--- config.mk ---
export PLATFORM = sky130hd
export DESIGN_NAME = transceiver_power_mode_ctrl
export DESIGN_NICKNAME = d
export VERILOG_FILES = /design/src/power_mode_pkg.sv /design/src/transceiver_power_mode_ctrl.sv /design/src/pin_sync.sv /design/src/serial_reg_port.sv
export SDC_FILE = /design/constraint.sdc
export NUM_CORES = 1
export LEC_CHECK = 0
export BUFFER_PORTS_ARGS = -buffer_cell sky130_fd_sc_hd__buf_4
export CAP_MARGIN = 20
export CORE_MARGIN = 2
export CORE_UTILIZATION = 55
export CTS_BUF_LIST = sky130_fd_sc_hd__clkbuf_16
export CTS_CLUSTER_DIAMETER = 50
export DETAILED_ROUTE_END_ITERATION = 12
export PLACE_DENSITY = 0.71
export SYNTH_ARGS = -nofsm -noshare
export SYNTH_HDL_FRONTEND = slang
export SYNTH_SLANG_ARGS = --single-unit
export TNS_END_PERCENT = 1
--- constraint.sdc ---
create_clock -name clk -period 10.2 [get_ports clk]
set_input_delay 1.02 -clock clk [delete_from_list [all_inputs] [get_ports clk]]
set_output_delay 1.02 -clock clk [all_outputs]
set_load 0.01 [all_outputs]
--- src/power_mode_pkg.sv ---
// Purpose: shared constants and mode type of the transceiver power-mode controller
// Assumes: 250 MHz reference clock, 6-bit register addresses, 16-bit register data
// Notes:   long cycle counts are defaults for parameters of the top module
package power_mode_pkg;

  // Register addresses
  localparam logic [5:0] ADDR_IRQ_MASK   = 6'h05;
  localparam logic [5:0] ADDR_SEQ_CTRL   = 6'h06;
  localparam logic [5:0] ADDR_LP_CTRL    = 6'h07;
  localparam logic [5:0] ADDR_CLKO_CTRL  = 6'h09;
  localparam logic [5:0] ADDR_WAKE_HI    = 6'h1D;
  localparam logic [5:0] ADDR_WAKE_LO    = 6'h1E;
  localparam logic [5:0] ADDR_STREAM_CMP = 6'h1F;
  localparam logic [5:0] ADDR_IRQ_STATUS = 6'h24;
  localparam logic [5:0] ADDR_MODE_STAT  = 6'h25;

  // Field positions
  localparam int BIT_DOZE_EN     = 0;
  localparam int BIT_HIB_EN      = 1;
  localparam int BIT_CLKO_DOZE   = 9;
  localparam int BIT_TMR2_MASK   = 1;
  localparam int BIT_DOZE_MASK   = 4;
  localparam int BIT_ACOMA_EN    = 8;
  localparam int BIT_CLKO_EN     = 2;
  localparam int CLKO_RATE_LSB   = 5;
  localparam int BIT_TX_STRM     = 4;
  localparam int BIT_RX_STRM     = 5;
  localparam int BIT_USE_STRM    = 6;
  localparam int BIT_TRIG_EN     = 7;
  localparam int BIT_ST_TMR2     = 2;
  localparam int BIT_ST_DOZE     = 9;

  // Sequence codes, reset values and limits
  localparam logic [1:0]  SEQ_IDLE      = 2'h0;
  localparam logic [1:0]  SEQ_CCA       = 2'h1;
  localparam logic [1:0]  SEQ_RX        = 2'h2;
  localparam logic [1:0]  SEQ_TX        = 2'h3;
  localparam logic [15:0] REG_RESET     = 16'h0000;
  localparam logic [2:0]  CLKO_SLOW_MIN = 3'h6;
  localparam logic [7:0]  LP_EDGES_LAST = 8'h7F;
  localparam logic [4:0]  PIN_RESET     = 5'h12;

  // Timing
  localparam int CLK_MHZ           = 250;
  localparam int T_OFF_TO_IDLE_MS  = 25;
  localparam int T_HIB_TO_IDLE_MS  = 20;
  localparam int T_DOZE_EXIT_US    = 300;
  localparam int T_WARMUP_US       = 144;
  localparam int PRESCALE_DIV      = 250;
  localparam logic [22:0] CYC_OFF_TO_IDLE = 23'(T_OFF_TO_IDLE_MS * CLK_MHZ * 1000);
  localparam logic [22:0] CYC_HIB_TO_IDLE = 23'(T_HIB_TO_IDLE_MS * CLK_MHZ * 1000);
  localparam logic [22:0] CYC_DOZE_EXIT   = 23'(T_DOZE_EXIT_US * CLK_MHZ);
  localparam logic [22:0] CYC_WARMUP      = 23'(T_WARMUP_US * CLK_MHZ);

  typedef enum logic [3:0] {
    MODE_OFF, MODE_BOOT, MODE_IDLE, MODE_ENTER, MODE_HIBERNATE, MODE_HIB_WAKE,
    MODE_DOZE, MODE_DOZE_WAKE, MODE_ARMED, MODE_WARMUP, MODE_RX, MODE_TX, MODE_CCA
  } mode_t;

endpackage

--- src/transceiver_power_mode_ctrl.sv ---
// Purpose: operating-mode controller: Off, Hibernate, Doze, Acoma, Idle and active modes
// Assumes: rst is the device reset pin; pins other than rst and op_done are asynchronous
// Notes:   the oscillator is modelled by osc_enable; clk itself keeps running
`timescale 1ns/10ps
module transceiver_power_mode_ctrl
  import power_mode_pkg::*;
#(
  parameter logic [22:0] OFF_TO_IDLE_CYCLES = CYC_OFF_TO_IDLE,
  parameter logic [22:0] HIB_TO_IDLE_CYCLES = CYC_HIB_TO_IDLE,
  parameter logic [22:0] DOZE_EXIT_CYCLES   = CYC_DOZE_EXIT,
  parameter logic [22:0] WARMUP_CYCLES      = CYC_WARMUP,
  parameter int          PRESCALE           = PRESCALE_DIV
) (
  input  wire logic clk,
  input  wire logic rst,
  input  wire logic wake_pin_n,
  input  wire logic radio_activity_enable_pin,
  input  wire logic spi_sclk,
  input  wire logic spi_cs_n,
  input  wire logic spi_mosi,
  input  wire logic op_done,
  output logic      spi_miso,
  output logic      spi_miso_oe,
  output logic      clko,
  output logic      clko_oe,
  output logic      irq_n,
  output logic      irq_n_oe,
  output logic      osc_enable,
  output logic      rx_on,
  output logic      tx_on,
  output logic      cca_on
);
  typedef struct packed {
    mode_t       mode;
    logic [22:0] wait_cnt;
    logic [7:0]  edge_cnt;
    logic        to_hib;
    logic        doze_clko_on;
    logic        clko_blocked;
    logic        seq_armed;
    logic [15:0] irq_mask;
    logic [15:0] seq_ctrl;
    logic [15:0] lp_ctrl;
    logic [15:0] clko_ctrl;
    logic [23:0] wake_cmp;
    logic [15:0] stream_cmp;
    logic [15:0] status;
    logic [23:0] event_timer;
    logic [7:0]  pre_cnt;
    logic [8:0]  div_cnt;
    logic        clko;
    logic        clko_oe;
    logic        irq_n;
    logic        irq_oe;
    logic        osc;
    logic        rx_on;
    logic        tx_on;
    logic        cca_on;
  } ctrl_t;

  ctrl_t       s;
  ctrl_t       next_s;
  logic [4:0]  pins_q;
  logic        wake_q;
  logic        radio_activity_enable_pin_q;
  logic        rd_req;
  logic        wr_req;
  logic [5:0]  reg_addr;
  logic [15:0] wdata;
  logic [15:0] rdata;

  if (PRESCALE < 2 || PRESCALE > 256 || OFF_TO_IDLE_CYCLES == 23'h0 ||
      HIB_TO_IDLE_CYCLES == 23'h0 || DOZE_EXIT_CYCLES == 23'h0 ||
      WARMUP_CYCLES == 23'h0) begin : g_chk
    $error("transceiver_power_mode_ctrl: unsupported timing parameters");
  end

  pin_sync #(
    .WIDTH     (5),
    .RESET_VAL (PIN_RESET)
  ) u_sync (
    .clk    (clk),
    .rst    (rst),
    .pins   ({wake_pin_n, radio_activity_enable_pin, spi_sclk, spi_cs_n, spi_mosi}),
    .synced (pins_q)
  );

  assign wake_q   = !pins_q[4];
  assign radio_activity_enable_pin_q = pins_q[3];

  serial_reg_port u_port (
    .clk     (clk),
    .rst     (rst),
    .enable  (s.mode == MODE_IDLE || s.mode == MODE_ARMED || s.mode == MODE_WARMUP ||
              s.mode == MODE_RX || s.mode == MODE_TX || s.mode == MODE_CCA),
    .sclk    (pins_q[2]),
    .cs_n    (pins_q[1]),
    .mosi    (pins_q[0]),
    .rdata   (rdata),
    .rd_req  (rd_req),
    .wr_req  (wr_req),
    .addr    (reg_addr),
    .wdata   (wdata),
    .miso    (spi_miso),
    .miso_oe (spi_miso_oe)
  );

  always_comb begin
    case (reg_addr)
      ADDR_IRQ_MASK:   rdata = s.irq_mask;
      ADDR_SEQ_CTRL:   rdata = s.seq_ctrl;
      ADDR_LP_CTRL:    rdata = s.lp_ctrl;
      ADDR_CLKO_CTRL:  rdata = s.clko_ctrl;
      ADDR_WAKE_HI:    rdata = {8'h00, s.wake_cmp[23:16]};
      ADDR_WAKE_LO:    rdata = s.wake_cmp[15:0];
      ADDR_STREAM_CMP: rdata = s.stream_cmp;
      ADDR_IRQ_STATUS: rdata = s.status;
      ADDR_MODE_STAT:  rdata = {12'h000, s.mode};
      default:         rdata = 16'h0000;
    endcase
  end

  always_comb begin
    logic [2:0] rate;
    logic       clko_tick;
    logic       tick;
    logic       acoma;
    logic       pkt_req;
    logic       strm_req;
    logic       use_strm;
    logic       match_pkt;
    logic       match_strm;
    logic       timer_run;
    logic       clko_run;
    logic       in_doze;
    rate       = s.clko_ctrl[CLKO_RATE_LSB +: 3];
    acoma      = s.irq_mask[BIT_ACOMA_EN];
    use_strm   = s.seq_ctrl[BIT_USE_STRM];
    next_s     = s;
    next_s.div_cnt = s.div_cnt + 9'h001;
    clko_tick  = !s.div_cnt[rate] && next_s.div_cnt[rate];
    // Timers frozen while the oscillator is down or in Acoma
    timer_run  = s.mode != MODE_OFF && s.mode != MODE_BOOT && s.mode != MODE_HIBERNATE &&
                 s.mode != MODE_HIB_WAKE && !(s.mode == MODE_DOZE && acoma);
    tick       = timer_run && (s.pre_cnt == 8'(PRESCALE - 1));
    match_pkt  = timer_run && s.pre_cnt == 8'h00 && s.event_timer == s.wake_cmp;
    match_strm = timer_run && s.pre_cnt == 8'h00 && s.event_timer[15:0] == s.stream_cmp;
    pkt_req    = !use_strm && s.seq_ctrl[1:0] != SEQ_IDLE;
    strm_req   = use_strm && (s.seq_ctrl[BIT_TX_STRM] ^ s.seq_ctrl[BIT_RX_STRM]);
    if (timer_run) begin
      next_s.pre_cnt = tick ? 8'h00 : s.pre_cnt + 8'h01;
      if (tick) begin
        next_s.event_timer = s.event_timer + 24'h000001;
      end
    end

    if (rd_req && reg_addr == ADDR_IRQ_STATUS) begin
      next_s.status = 16'h0000;
    end
    if (wr_req) begin
      case (reg_addr)
        ADDR_IRQ_MASK:   next_s.irq_mask = wdata;
        ADDR_SEQ_CTRL: begin
          next_s.seq_ctrl = wdata;
          next_s.seq_armed = 1'b1;
        end
        ADDR_LP_CTRL:    next_s.lp_ctrl = wdata;
        ADDR_CLKO_CTRL:  next_s.clko_ctrl = wdata;
        ADDR_WAKE_HI:    next_s.wake_cmp[23:16] = wdata[7:0];
        ADDR_WAKE_LO:    next_s.wake_cmp[15:0] = wdata;
        ADDR_STREAM_CMP: next_s.stream_cmp = wdata;
        default: begin
        end
      endcase
    end
    // Slow rates stay off until the host toggles the enable
    if (!next_s.clko_ctrl[BIT_CLKO_EN]) begin
      next_s.clko_blocked = 1'b0;
    end

    if (s.wait_cnt != 23'h0) begin
      next_s.wait_cnt = s.wait_cnt - 23'h000001;
    end
    case (s.mode)
      MODE_OFF: begin
        next_s.mode = MODE_BOOT;
        next_s.wait_cnt = OFF_TO_IDLE_CYCLES - 23'h000001;
      end
      MODE_BOOT: begin
        if (s.wait_cnt == 23'h0) begin
          next_s.mode = MODE_IDLE;
        end
      end
      MODE_IDLE: begin
        if (s.lp_ctrl[BIT_HIB_EN] || s.lp_ctrl[BIT_DOZE_EN]) begin
          // Only honoured here, so a write in an active mode waits for Idle
          next_s.mode = MODE_ENTER;
          next_s.to_hib = s.lp_ctrl[BIT_HIB_EN];
          next_s.edge_cnt = 8'h00;
        end else if (radio_activity_enable_pin_q && s.seq_armed && (pkt_req || strm_req)) begin
          next_s.seq_armed = 1'b0;
          if (s.seq_ctrl[BIT_TRIG_EN]) begin
            next_s.mode = MODE_ARMED;
          end else begin
            next_s.mode = MODE_WARMUP;
            next_s.wait_cnt = WARMUP_CYCLES - 23'h000001;
          end
        end
      end
      MODE_ENTER: begin
        if (clko_tick) begin
          next_s.edge_cnt = s.edge_cnt + 8'h01;
          if (s.edge_cnt == LP_EDGES_LAST) begin
            next_s.lp_ctrl[BIT_HIB_EN] = 1'b0;
            next_s.lp_ctrl[BIT_DOZE_EN] = 1'b0;
            next_s.edge_cnt = 8'h00;
            next_s.doze_clko_on = 1'b1;
            next_s.mode = s.to_hib ? MODE_HIBERNATE : MODE_DOZE;
          end
        end
      end
      MODE_HIBERNATE: begin
        if (wake_q) begin
          next_s.mode = MODE_HIB_WAKE;
          next_s.wait_cnt = HIB_TO_IDLE_CYCLES - 23'h000001;
        end
      end
      MODE_HIB_WAKE: begin
        if (s.wait_cnt == 23'h0) begin
          next_s.mode = MODE_IDLE;
        end
      end
      MODE_DOZE: begin
        if (clko_tick && s.doze_clko_on && !s.lp_ctrl[BIT_CLKO_DOZE] && !acoma) begin
          next_s.edge_cnt = s.edge_cnt + 8'h01;
          if (s.edge_cnt == LP_EDGES_LAST) begin
            next_s.doze_clko_on = 1'b0;
          end
        end
        if (wake_q || (!acoma && match_pkt)) begin
          next_s.mode = MODE_DOZE_WAKE;
          next_s.wait_cnt = DOZE_EXIT_CYCLES - 23'h000001;
          if (!wake_q) begin
            next_s.status[BIT_ST_DOZE] = 1'b1;
          end
        end
      end
      MODE_DOZE_WAKE: begin
        if (s.wait_cnt == 23'h0 && clko_tick) begin
          next_s.mode = MODE_IDLE;
          next_s.doze_clko_on = 1'b1;
          if (!s.doze_clko_on && rate >= CLKO_SLOW_MIN) begin
            next_s.clko_blocked = 1'b1;
          end
        end
      end
      MODE_ARMED: begin
        if (!radio_activity_enable_pin_q) begin
          next_s.mode = MODE_IDLE;
        end else if (use_strm ? match_strm : match_pkt) begin
          next_s.status[BIT_ST_TMR2] = 1'b1;
          next_s.mode = MODE_WARMUP;
          next_s.wait_cnt = WARMUP_CYCLES - 23'h000001;
        end
      end
      MODE_WARMUP: begin
        if (s.wait_cnt == 23'h0) begin
          if (use_strm) begin
            next_s.mode = s.seq_ctrl[BIT_TX_STRM] ? MODE_TX : MODE_RX;
          end else begin
            case (s.seq_ctrl[1:0])
              SEQ_CCA: next_s.mode = MODE_CCA;
              SEQ_RX:  next_s.mode = MODE_RX;
              SEQ_TX:  next_s.mode = MODE_TX;
              default: next_s.mode = MODE_IDLE;
            endcase
          end
        end
      end
      MODE_RX, MODE_TX, MODE_CCA: begin
        if (op_done) begin
          next_s.mode = MODE_IDLE;
        end
      end
      default: next_s.mode = MODE_IDLE;
    endcase

    in_doze = next_s.mode == MODE_DOZE || next_s.mode == MODE_DOZE_WAKE;
    // Clock output keeps its rate field, so a restart resumes the old frequency
    clko_run = next_s.clko_ctrl[BIT_CLKO_EN] && !next_s.clko_blocked &&
               next_s.mode != MODE_BOOT && next_s.mode != MODE_HIBERNATE &&
               next_s.mode != MODE_HIB_WAKE && (!in_doze || next_s.doze_clko_on);
    next_s.clko = clko_run && next_s.div_cnt[rate];
    next_s.osc = next_s.mode != MODE_HIBERNATE;
    next_s.irq_n = !((next_s.status[BIT_ST_DOZE] && s.irq_mask[BIT_DOZE_MASK]) ||
                     (next_s.status[BIT_ST_TMR2] && s.irq_mask[BIT_TMR2_MASK]));
    // Enables are zero only under reset, which is the Off mode
    next_s.clko_oe = 1'b1;
    next_s.irq_oe = 1'b1;
    next_s.rx_on = next_s.mode == MODE_RX;
    next_s.tx_on = next_s.mode == MODE_TX;
    next_s.cca_on = next_s.mode == MODE_CCA;
  end

  always_ff @(posedge clk or posedge rst) begin
    if (rst) begin
      s <= '0;
      s.mode <= MODE_OFF;
      s.irq_mask <= REG_RESET;
      s.seq_ctrl <= REG_RESET;
      s.lp_ctrl <= REG_RESET;
      s.clko_ctrl <= REG_RESET;
      s.status <= REG_RESET;
      s.irq_n <= 1'b1;
    end else begin
      s <= next_s;
    end
  end

  assign clko       = s.clko;
  assign clko_oe    = s.clko_oe;
  assign irq_n      = s.irq_n;
  assign irq_n_oe   = s.irq_oe;
  assign osc_enable = s.osc;
  assign rx_on      = s.rx_on;
  assign tx_on      = s.tx_on;
  assign cca_on     = s.cca_on;
endmodule

--- src/pin_sync.sv ---
// Purpose: two-stage synchroniser for a group of asynchronous pins
// Assumes: each bit is an independent level
// Notes:   only the second stage is visible outside
`timescale 1ns/10ps
module pin_sync #(
  parameter int               WIDTH     = 1,
  parameter logic [WIDTH-1:0] RESET_VAL = '0
) (
  input  wire logic             clk,
  input  wire logic             rst,
  input  wire logic [WIDTH-1:0] pins,
  output logic      [WIDTH-1:0] synced
);
  typedef struct packed {
    logic [WIDTH-1:0] stage1;
    logic [WIDTH-1:0] stage2;
  } sync_t;

  sync_t s;
  sync_t next_s;

  if (WIDTH < 1) begin : g_chk
    $error("pin_sync needs at least one bit");
  end

  always_comb begin
    next_s.stage1 = pins;
    next_s.stage2 = s.stage1;
  end

  always_ff @(posedge clk or posedge rst) begin
    if (rst) begin
      s <= {RESET_VAL, RESET_VAL};
    end else begin
      s <= next_s;
    end
  end

  assign synced = s.stage2;
endmodule

--- src/serial_reg_port.sv ---
// Purpose: serial register port, 8-bit header then 16 data bits, MSB first
// Assumes: clock and select already synchronised; serial clock far below clk
// Notes:   header bit 7 set means read, bits 5:0 are the address
`timescale 1ns/10ps
module serial_reg_port (
  input  wire logic        clk,
  input  wire logic        rst,
  input  wire logic        enable,
  input  wire logic        sclk,
  input  wire logic        cs_n,
  input  wire logic        mosi,
  input  wire logic [15:0] rdata,
  output logic             rd_req,
  output logic             wr_req,
  output logic      [5:0]  addr,
  output logic      [15:0] wdata,
  output logic             miso,
  output logic             miso_oe
);
  typedef struct packed {
    logic        prev_sclk;
    logic [4:0]  bit_cnt;
    logic [15:0] shift;
    logic [15:0] tx;
    logic        is_read;
    logic [5:0]  addr;
    logic [15:0] wdata;
    logic        rd_req;
    logic        wr_req;
    logic        miso;
    logic        miso_oe;
  } port_t;

  port_t s;
  port_t next_s;

  always_comb begin
    next_s = s;
    next_s.rd_req = 1'b0;
    next_s.wr_req = 1'b0;
    next_s.prev_sclk = sclk;
    if (!enable || cs_n) begin
      // Port dead outside Idle and active modes
      next_s.bit_cnt = 5'h00;
      next_s.miso = 1'b0;
      next_s.miso_oe = 1'b0;
    end else begin
      next_s.miso_oe = 1'b1;
      if (s.rd_req) begin
        next_s.tx = rdata;
      end
      if (sclk && !s.prev_sclk && s.bit_cnt != 5'h1F) begin
        next_s.shift = {s.shift[14:0], mosi};
        next_s.bit_cnt = s.bit_cnt + 5'h01;
        if (s.bit_cnt == 5'h07) begin
          next_s.is_read = s.shift[6];
          next_s.addr = {s.shift[4:0], mosi};
          next_s.rd_req = s.shift[6];
        end
        if (s.bit_cnt == 5'h17 && !s.is_read) begin
          next_s.wdata = {s.shift[14:0], mosi};
          next_s.wr_req = 1'b1;
        end
      end
      if (!sclk && s.prev_sclk && s.bit_cnt >= 5'h08) begin
        next_s.miso = s.tx[15];
        next_s.tx = {s.tx[14:0], 1'b0};
      end
    end
  end

  always_ff @(posedge clk or posedge rst) begin
    if (rst) begin
      s <= '0;
    end else begin
      s <= next_s;
    end
  end

  assign rd_req  = s.rd_req;
  assign wr_req  = s.wr_req;
  assign addr    = s.addr;
  assign wdata   = s.wdata;
  assign miso    = s.miso;
  assign miso_oe = s.miso_oe;
endmodule

### Word-level counts from Yosys, hierarchy flattened

Index checks and enable logic that the tools add are counted.

* add/subtract/negate cells: 6
* order comparisons: 3
* eq/ne operators: 45
* muxes and demuxes: 76
* bitwise gates (word level): 2
* reductions and logical operators: 86

Operator list (count)
* 16-bit case mux with 9 select lines: 1
* 16-bit 2-to-1 mux: 8
* 23-bit case mux with 5 select lines: 1
* 27-bit 2-to-1 mux: 4
* 105-bit 2-to-1 mux: 1
* 23-bit 2-to-1 mux: 4
* 8-bit 2-to-1 mux: 5
* 4-bit case mux with 10 select lines: 1
* 4-bit 2-to-1 mux: 9
* 1-bit logical AND: 34
* 4-bit == test (second input constant): 8
* 1-bit 2-to-1 mux: 25
* 24-bit by 1-bit adder with 24-bit output (second input constant): 1
* 24-bit == test: 1
* 4-bit by 3-bit == test with 1-bit output (second input constant): 6
* 8-bit case mux with 3 select lines: 1
* 23-bit zero test: 1
* 23-bit nonzero test: 1
* 23-bit by 1-bit subtractor with 23-bit output (second input constant): 1
* 2-bit AND reduction: 11
* 21-bit 2-to-1 mux: 1
* 6-bit by 3-bit == test with 1-bit output (second input constant): 3
* 6-bit by 5-bit == test with 1-bit output (second input constant): 3
* 8-bit by 1-bit adder with 8-bit output (second input constant): 2
* other kinds (41): 85

* bits in registers: 268
* input port bits: 8
* logic and storage cells: 258

### Depth between registers and ports, before layout

Gate-level depths: netlist of run 1.

* depth in word-level cells: 17
* gate-level depth with buffers: 11
* gate-level depth less buffers: 9

### Modules after synthesis

From an unflattened synthesis of run 1, not the netlist that was laid out.

* cell total of the unflattened synthesis: 1171
* area total of the unflattened synthesis: 13108.8 um^2

By module, submodules not included
* transceiver_power_mode_ctrl: times used 1, cells an instance 925, area each 9944.5 um^2, sequential area each 4805.9 um^2
* serial_reg_port: times used 1, cells an instance 235, area each 2905.3 um^2, sequential area each 1601.5 um^2
* pin_sync: times used 1, cells an instance 11, area each 259.0 um^2, sequential area each 255.2 um^2

### Least setup slack after synthesis of run 1

Ideal clock, no wire load.

* path type: reg-to-reg
* from: register u_port.s[59] (netlist bit)
* to: register u_port.s (netlist bit u_port.wdata[1])
* arrival: 2.703 ns
* required time: 10.072 ns
* setup slack: 7.369 ns
* cell stages (with the launch flop): 10
* buffers on the path: 2
* clock period less this slack: 2.831 ns
* cell sequence: dfrtp_1 -> ha_1 -> and3_1 -> ha_1 -> nor3b_1 -> nor2b_1 -> buf_2 -> nand4_2 -> buf_2 -> mux2_1

* cells in the longest elaborated chain, start to end: 3
* elaborated cells between the ends (all ways): 5
* those cells by class: 2 x eq/ne; 3 x reduce/logical

Ends and longest elaborated chain
* from (decl): RTL line serial_reg_port.sv:34 `port_t s;`
* from (signal assigned): RTL line serial_reg_port.sv:76 `s <= next_s;`
* 5-bit == test / 5-bit != test (equally long branches): RTL line serial_reg_port.sv:60, serial_reg_port.sv:52
* 1-bit logical AND, on equally long branches: RTL line serial_reg_port.sv:60, serial_reg_port.sv:52
* 3-bit AND reduction (no source line) (*)

Every way passes the cells marked *; elsewhere a longest branch is shown, timed or not.
A chain may end at the register's enable or synchronous reset.

### Final worst setup path of run 1

Ends and elaborated chain as after synthesis.

==> flow_metrics.tcl, run 1 <==
set metrics [dict create \
    status "finished clean" \
    numCtsBuffers 34 \
    post-route-period-util_pct 39.4 \
    grt_setup_unrepaired "false" \
    fin_crit_ns 4.02 \
    cp-start-kind "register" \
    grt_pass1_vias 9000 \
    ir_drop_v 0.000155 \
    seqPwrFrac_pct 48.2 \
    critPathMaxStageDelay_ns 0.93 \
    overflow 0 \
    worst-slew-pin-transition_ns 1.08 \
    crit_top_cell "ha_1" \
    yosys.cell_count.top_type "dfrtp_1" \
    die_x_um 158 \
    synth-seq-cells 266 \
    num_rows 56 \
    p_switching_mw 0.494 \
    clk_latency_ns 0.51 \
    start_util_pct 55.9 \
    synth_area_um2 13100 \
    async_reset_ff_share_pct 100 \
    p_comb_share_pct 1.7 \
    place_ws_ns 6.19 \
    die_area_um2 25000 \
    antenna_found_initial 0 \
    cts-root-buf "clkbuf_16" \
    post_cts_buffers 0 \
    cts_hold_buf 0 \
    io_buffers 17 \
    synth_cell_types 96 \
    worstHoldPathType "reg2reg" \
    fmax_mhz 249 \
    r2r_setup_slack_ns 6.18 \
    io_pins 18 \
    ys_top_cells_by_area "dfrtp_1 50%, mux2_2 11%, xnor2_1 4.9%" \
    cellPowerDensity_nw_per_um2 154 \
    firstDrtPassIters 6 \
    rr_startpoint "u_port.s[59]" \
    finalInstanceArea_um2 14500 \
    grt_max_degree 141 \
    setup_viol 0 \
    core_um2 23400 \
    diodes 0 \
    layout-drive-gt1-share_pct 20.9 \
    crit_arrival_ns 4.40 \
    end_kind "register" \
    ys.flop_type "dfrtp_1" \
    slowest_stage "nor2b_1" \
    ys_seq_area_share_pct 50.9 \
    path_max_fanout 18 \
    post-synth-top-area-cell "dfrtp_1" \
    avgSynthCellArea_um2 11.2 \
    finalWirelength_um 30600 \
    cts_tree "yes" \
    drc 0 \
    cts_resized 0 \
    route.detailed.wl_per_inst_um 20.2 \
    fin_cells 1518 \
    cts.sinks 266 \
    crit_path_start "u_port.s[59]" \
    postPlaceCellArea_um2 13400 \
    leakage_nw 6.60 \
    fillers 1955 \
    finalHoldViolCount 0 \
    gp_congestion 0.896 \
    internal-power_mw 1.74 \
    synth_top_area_share_pct 49.9 \
    fin_skew_ns 0.0151 \
    setup_ws_ns 6.18 \
    path_cells "ha_1, and3_1, ha_1, nor3b_1, nor2b_1, nand4_2, mux2_1" \
    cts_max_path_buffers 3 \
    clk_pin_slew_ns 0.06 \
    pwr-share-clk_pct 50.1 \
    htreeDepth 2 \
    slew_headroom_pct 27.8 \
    crit_path_end "u_port.wdata[1]" \
    detail-route-antenna-nets 0 \
    synth_edf_count 0 \
    area.growth.synth_to_final_pct 10.6 \
    synth_cells 1168 \
    dp_hpwl_um 21200 \
    synth_nets 1185 \
    placed_cells 1458 \
    report.final.slew_viol_count 0 \
    timing.rr.end "u_port.wdata[1]" \
    grt_usage_pct 25.4 \
    drt_iter0_drc 895 \
    vias_per_cell 6.17 \
    fin_tns_setup_ns 0 \
    vias 9371 \
    reg2reg_depth 7 \
    ys_warn_count 0 \
    nNetsFinal 1192 \
    critical_path_required_ns 10.58 \
    grt_pass1_wl_um 49500 \
    die_h_um 158 \
    yosys-top-cells-count "261 x dfrtp_1, 129 x mux2_2, 107 x nand2_1, 73 x xnor2_1, 67 x nor2_1" \
    crit_type "reg2reg" \
    sw_frac_of_total_pct 22.1 \
    fin_util_pct 61.9 \
    cap_violations 0 \
]
-- stage by stage --
stage	hold WS, ns	power, mW
after floorplan	0.331	1.12
after global placement	0.332	1.13
after detailed placement	0.335	1.14
after CTS	0.348	2.26
after global routing	0.355	2.31
final	0.346	2.23
-- power groups by stage --
stage	sequential [mW]	clock, mW	combinational, mW
floorplan	1.09	0	0.0271
global placement	1.10	0	0.0385
detailed placement	1.10	0	0.0393
CTS	1.08	1.14	0.0394
global route	1.08	1.19	0.0443
finish	1.08	1.12	0.0376
-- critical path, delay by kind of cell, from the launching register on --
family,cells,cell delay [ns]
flip-flops,1,0.40
multiplexers,1,0.54
adder cells (fa/ha/maj),2,0.43
AND/OR/NAND/NOR,4,2.52
-- flip-flops by register name (all words and copies together), names as in the netlist --
name,count
u_port.miso_oe,1
u_sync.synced,5
u_sync.next_s,5
u_port.rd_req,1
cca_on,1
u_port.s,38
u_port.miso,1
s,185
u_port.wdata,16
u_port.addr,6
tx_on,1
irq_n_oe,1
osc_enable,1
irq_n,1
u_port.wr_req,1
clko,1
rx_on,1
-- cell families after synthesis --
logic type      synth area share, %
flops                          50.9
mux                            12.0
buf+inv                        2.87
other cells                  0.0286
simple gates                   15.3
fa+ha+maj                     0.860
xor+xnor                       6.56
compound gates                 11.5
-- cells in the final DEF (no fill, tap or decap), types with 26 or more instances in the layout --
master	count
buf_4	26
mux2_2	129
o21ai_0	47
xnor2_1	73
nand4_1	32
clkbuf_16	34
dfrtp_1	261
nand2_1	107
nor2_1	67
inv_1	35
nand3_1	35
-- metal layers --
metal | up-vias | global-route usage [%] | routed length, um
li1 | 4268 | - | -
met1 | 4742 | 36.0 | 13500
met2 | 286 | 40.8 | 14600
met3 | 75 | 3.08 | 1520
met4 | 0 | 8.84 | 1060
met5 | - | 0 | 0
-- final cells by class --
class | instances | area, um^2 | area share (%)
clock buffer | 34 | 851 | 5.88
clock inverter | 26 | 206 | 1.43
inverter | 28 | 113 | 0.778
multi-input combinational | 819 | 6050 | 41.8
sequential | 266 | 6660 | 46.0
tap | 319 | 399 | 2.76
timing repair buffer | 26 | 195 | 1.35
-- how the worst min path moves through the flow --
stage / start / to / slack [ns] / cells after the start
floorplan: u_sync.next_s[0] / u_sync.synced[0] / 0.33 / 0
global placement: u_sync.next_s[0] / u_sync.synced[0] / 0.33 / 0
detailed placement: u_sync.next_s[3] / u_sync.synced[3] / 0.33 / 0
CTS: u_sync.next_s[3] / u_sync.synced[3] / 0.35 / 0
global route: u_sync.next_s[2] / u_sync.synced[2] / 0.35 / 0
finish: u_sync.next_s[3] / u_sync.synced[3] / 0.35 / 0
(Power assumes the default switching activity.)
==> inputs of run 2 (changes only) <==
Clock period 10.2 ns to 3.95 ns, I/O delays scaled along.
==> flow_metrics.tcl, run 2 (synthesis results as in run 1) <==
set metrics [dict create \
    status "finished clean" \
    die_x_um 158 \
    ir_drop_v 0.000360 \
    rr_startpoint "s[38]" \
    grt_max_degree 76 \
    crit_path_start "s[38]" \
    die_h_um 158 \
    worst-slew-pin-transition_ns 0.944 \
    fin_skew_ns 0.0118 \
    fin_util_pct 62.0 \
    drt_iter0_drc 864 \
    overflow 0 \
    critical_path_required_ns 4.34 \
    clk_pin_slew_ns 0.06 \
    internal-power_mw 4.27 \
    finalWirelength_um 30800 \
    r2r_setup_slack_ns 0.97 \
    num_rows 56 \
    p_switching_mw 1.22 \
    grt_usage_pct 25.7 \
    path_cells "xnor2_1, nand4_1, nor4_1, nand4b_1, o2111a_1, nor3_1, o21ai_0" \
    route.detailed.wl_per_inst_um 20.2 \
    cts_hold_buf 5 \
    clk_latency_ns 0.56 \
    antenna_found_initial 1 \
    use_met2_pct 41.8 \
    cts_max_path_buffers 3 \
    nNetsFinal 1205 \
    final_cell_mix "261 x dfrtp_1, 129 x mux2_2, 107 x nand2_1" \
    diodes 0 \
    io_buffers 17 \
    busiest_layer "met2" \
    vias 9374 \
    fin_crit_ns 2.98 \
    cts_resized 0 \
    worstHoldPathType "in2async" \
    firstDrtPassIters 6 \
    path_max_fanout 7 \
    use_met1_pct 36.0 \
    path_buf_inv 0 \
    crit_type "reg2reg" \
    setup_viol 0 \
    leakage_nw 6.64 \
    die_area_um2 25000 \
    core_um2 23400 \
    detail-route-antenna-nets 0 \
    cts.sinks 266 \
    layout-drive-gt1-share_pct 21.2 \
    p_comb_share_pct 2.0 \
    gp_congestion 0.917 \
    regMostFlops "s" \
    area.growth.synth_to_final_pct 10.8 \
    start_util_pct 55.9 \
    cap_violations 0 \
    vias_per_cell 6.13 \
    grt_pass1_vias 9327 \
    finalHoldViolCount 0 \
    pwr-share-clk_pct 47.4 \
    cp-start-kind "register" \
    numCtsBuffers 31 \
    final_common_cell "dfrtp_1" \
    htreeDepth 1 \
    cts_tree "yes" \
    grt_pass1_wl_um 50500 \
    post_cts_buffers 0 \
    fmax_mhz 335 \
    report.final.slew_viol_count 0 \
    slowest_stage "nor3_1" \
    drc 0 \
    largest_register_ffs 185 \
    slew_headroom_pct 37.1 \
    sw_frac_of_total_pct 22.2 \
    fin_tns_setup_ns 0 \
    critPathMaxStageDelay_ns 0.65 \
    path_delay_family "simple AND/OR/NAND/NOR gates" \
    dp_hpwl_um 21400 \
    cts-root-buf "clkbuf_16" \
    grt_setup_unrepaired "false" \
    crit_arrival_ns 3.38 \
    io_pins 18 \
    use_met3_pct 3.46 \
    seqPwrFrac_pct 50.6 \
    post-route-period-util_pct 75.6 \
    end_kind "register" \
    cellPowerDensity_nw_per_um2 378 \
]
run 2: cell count changes in the layout (fill, tap and decap cells not counted), sizes merged:
| cell | previous run | this run |
|---|---|---|
| inv | 40 | 37 |
| bufinv | 2 | 1 |
| buf | 26 | 37 |
| clkbuf | 34 | 31 |
| clkinv | 9 | 12 |
| dlygate4sd3 | 0 | 5 |
| clkinvlp | 3 | 2 |
run 2: path summary, 6_finish.rpt:
check                              endpoint  depth (start not counted)
setup / recovery                     s[193]                          7
hold / removal                       s[112]                          2
setup reg to reg                     s[193]                          7
hold reg to reg            u_sync.synced[3]                          0
max in group asynchronous  u_sync.next_s[4]                          3
min in group clk                     cca_on                          4
run 2: final cells by class:
| cell class | instances | area (um^2) |
|---|---|---|
| fill | 1949 | 8890 |
| sequential | 266 | 6660 |
| multi-input combinational | 819 | 6050 |
| clock buffer | 31 | 776 |
| tap | 319 | 399 |
| timing repair buffer | 42 | 365 |
| clock inverter | 24 | 146 |
| inverter | 28 | 109 |
run 2: metrics by stage:
stage / cell area [um^2] / std cells / worst slack, ns / power (mW) / hold WS [ns]
final: 14500 / 1529 / 0.965 / 5.49 / 0.00468
after floorplan: 13100 / 1168 / 0.0476 / 2.89 / 0.331
after CTS: 14500 / 1529 / 1.01 / 5.53 / 0.0133
after global routing: 14500 / 1529 / 0.740 / 5.68 / 0.0516
after detailed placement: 13500 / 1469 / 1.01 / 2.94 / 0.337
after global placement: 13500 / 1469 / 1.13 / 2.94 / 0.333
run 2: worst register-to-register path: cells and delay by family (launching register included):
family | cells | cell delay [ns]
AND/OR/NAND/NOR | 4 | 1.50
flip-flops | 1 | 0.46
AO/OA/AOI/OAI | 2 | 0.58
XOR/XNOR | 1 | 0.29
run 2: per-layer routing:
layer,share of wire (%),vias to the layer above
li1,-,4303
met3,5.0,82
met4,3.2,2
met1,44,4706
met2,47,281
met5,0.045,-
run 2: power by group through the flow:
stage               clock network [mW]  logic [mW]  registers [mW]
finish                            2.60       0.110            2.78
global route                      2.77       0.129            2.78
CTS                               2.64       0.115            2.78
detailed placement                   0       0.110            2.83
global placement                     0       0.108            2.83
floorplan                            0      0.0705            2.82
==> inputs of run 3 (changes only) <==
Settings changed: PLACE_DENSITY 0.71 to 0.74.
Clock period 3.95 ns to 2.52 ns, I/O delays scaled along.
==> flow_metrics.tcl, run 3 (synthesis results as in run 1) <==
set metrics [dict create \
    layout-drive-gt1-share_pct 27.7 \
    whs_ns 0.111 \
    crit_arrival_ns 2.85 \
    route.detailed.wl_per_inst_um 20.4 \
    seqPwrFrac_pct 45.6 \
    io_buffers 17 \
    num_rows 56 \
    report.final.slew_viol_count 0 \
    cts.sinks 266 \
    ir_drop_v 0.000542 \
    final_cell_mix "261 x dfrtp_1, 129 x mux2_2, 110 x buf_4" \
    total_power_mw 9.55 \
    final_common_cell "dfrtp_1" \
    detail-route-antenna-nets 0 \
    fmax_mhz 397 \
    fin_crit_ns 2.52 \
    htreeDepth 2 \
    grt_usage_pct 27.2 \
    diodes 0 \
    path_max_fanout 8 \
    place_ws_ns -0.263 \
    grt_pass1_wl_um 52900 \
    vias_per_cell 6.03 \
    vias 9757 \
    finalInstanceArea_um2 15500 \
    firstDrtPassIters 7 \
    sw_frac_of_total_pct 21.8 \
    die_h_um 158 \
    end_kind "register" \
    worst-slew-pin-transition_ns 0.934 \
    grt_setup_unrepaired "true" \
    cts_max_path_buffers 3 \
    grt_pass1_vias 9928 \
    p_comb_share_pct 1.9 \
    antenna_found_initial 0 \
    cellPowerDensity_nw_per_um2 617 \
    numCtsBuffers 35 \
    clk_pin_slew_ns 0.06 \
    leakage_nw 7.16 \
    cap_violations 0 \
    crit_type "reg2reg" \
    regMostFlops "s" \
    io_pins 18 \
    postPlaceCellArea_um2 14200 \
    dp_hpwl_um 23000 \
    fin_skew_ns 0.0251 \
    worstHoldPathType "in2reg" \
    clk_latency_ns 0.51 \
    setup_viol 0 \
    start_util_pct 55.9 \
    die_area_um2 25000 \
    cp-start-kind "register" \
    cts_tree "yes" \
    grt_max_degree 49 \
    post-route-period-util_pct 100 \
    area.growth.synth_to_final_pct 18.4 \
    finalWirelength_um 32900 \
    cts-root-buf "clkbuf_16" \
    drt_iter0_drc 763 \
    status "finished clean" \
    critical_path_required_ns 2.85 \
    p_switching_mw 2.08 \
    core_um2 23400 \
    nNetsFinal 1289 \
    setup_ws_ns 0.000280 \
    gp_congestion 0.918 \
    pwr-share-clk_pct 52.5 \
    overflow 0 \
    die_x_um 158 \
    slew_headroom_pct 37.5 \
    finalHoldViolCount 0 \
    internal-power_mw 7.47 \
    drc 0 \
    largest_register_ffs 185 \
]
==> run 3: cell count changes in the layout (fill, tap and decap cells not counted), sizes merged <==
cell         change
clkinvlp         +1
inv              -3
clkinv           +1
dlygate4sd3      +1
bufinv           +3
clkbuf           +6
buf             +79
==> run 3: power by group through the flow <==
stage	clock network [mW]	logic [mW]	registers, mW
3_5_place_dp	0	0.180	4.43
2_1_floorplan	0	0.110	4.42
5_1_grt	5.28	0.212	4.36
6_report	5.02	0.181	4.36
4_1_cts	5.08	0.188	4.36
3_3_place_gp	0	0.176	4.43
==> run 3: area by class of cell <==
type                       instances  area (um^2)
sequential                       266         6660
timing repair buffer             122         1010
multi-input combinational        819         6140
clock buffer                      37          926
fill                            1764         7910
clock inverter                    26          254
tap                              319          399
inverter                          28          109
==> run 3: per-layer routing <==
layer / GRT usage, % / routed length [um] / vias up
met4: 8.88 / 927 / 0
met1: 36.1 / 14400 / 4909
li1: - / - / 4470
met5: 0 / 0 / -
met3: 4.35 / 1590 / 79
met2: 45.8 / 16000 / 299
==> run 3: worst paths after layout <==
path                                   from  cells past startpoint  slack (ns)                to
setup reg to reg                      s[91]                      8      0.0003            s[203]
hold / removal                      op_done                      4        0.11            cca_on
setup / recovery                      s[91]                      8      0.0003            s[203]
hold reg to reg            u_sync.next_s[3]                      0        0.35  u_sync.synced[3]
min in group asynchronous               rst                      3        0.42  u_sync.next_s[0]
max in group asynchronous               rst                      4        1.33            s[202]
==> run 3: stage by stage <==
| step | cells | setup TNS [ns] | util [%] |
|---|---|---|---|
| 3_3_place_gp | 1546 | -0.915 | 60.5 |
| 5_1_grt | 1617 | -1.78 | 66.2 |
| 2_1_floorplan | 1168 | -328.74 | - |
| 6_report | 1617 | 0 | 66.2 |
| 4_1_cts | 1617 | -0.00385 | 65.9 |
| 3_5_place_dp | 1546 | -1.41 | 60.5 |
==> run 3: timing repair <==
item	CTS	global route
hold buffers	6	0
endpoints found under the setup margin	11	42
hold endpoints to repair	24	0
buffers inserted	2	0
resized for setup	3	14
pin swaps	1	2
==> run 3: worst max-delay path: stages, from the launching register on <==
cell      delay, ns
dfrtp_1        0.40
xnor2_1        0.34
nand4_1        0.18
nor4_2         0.33
nand4b_1       0.31
a31o_2         0.34
nor3_1         0.13
buf_4          0.19
o21ai_0        0.12
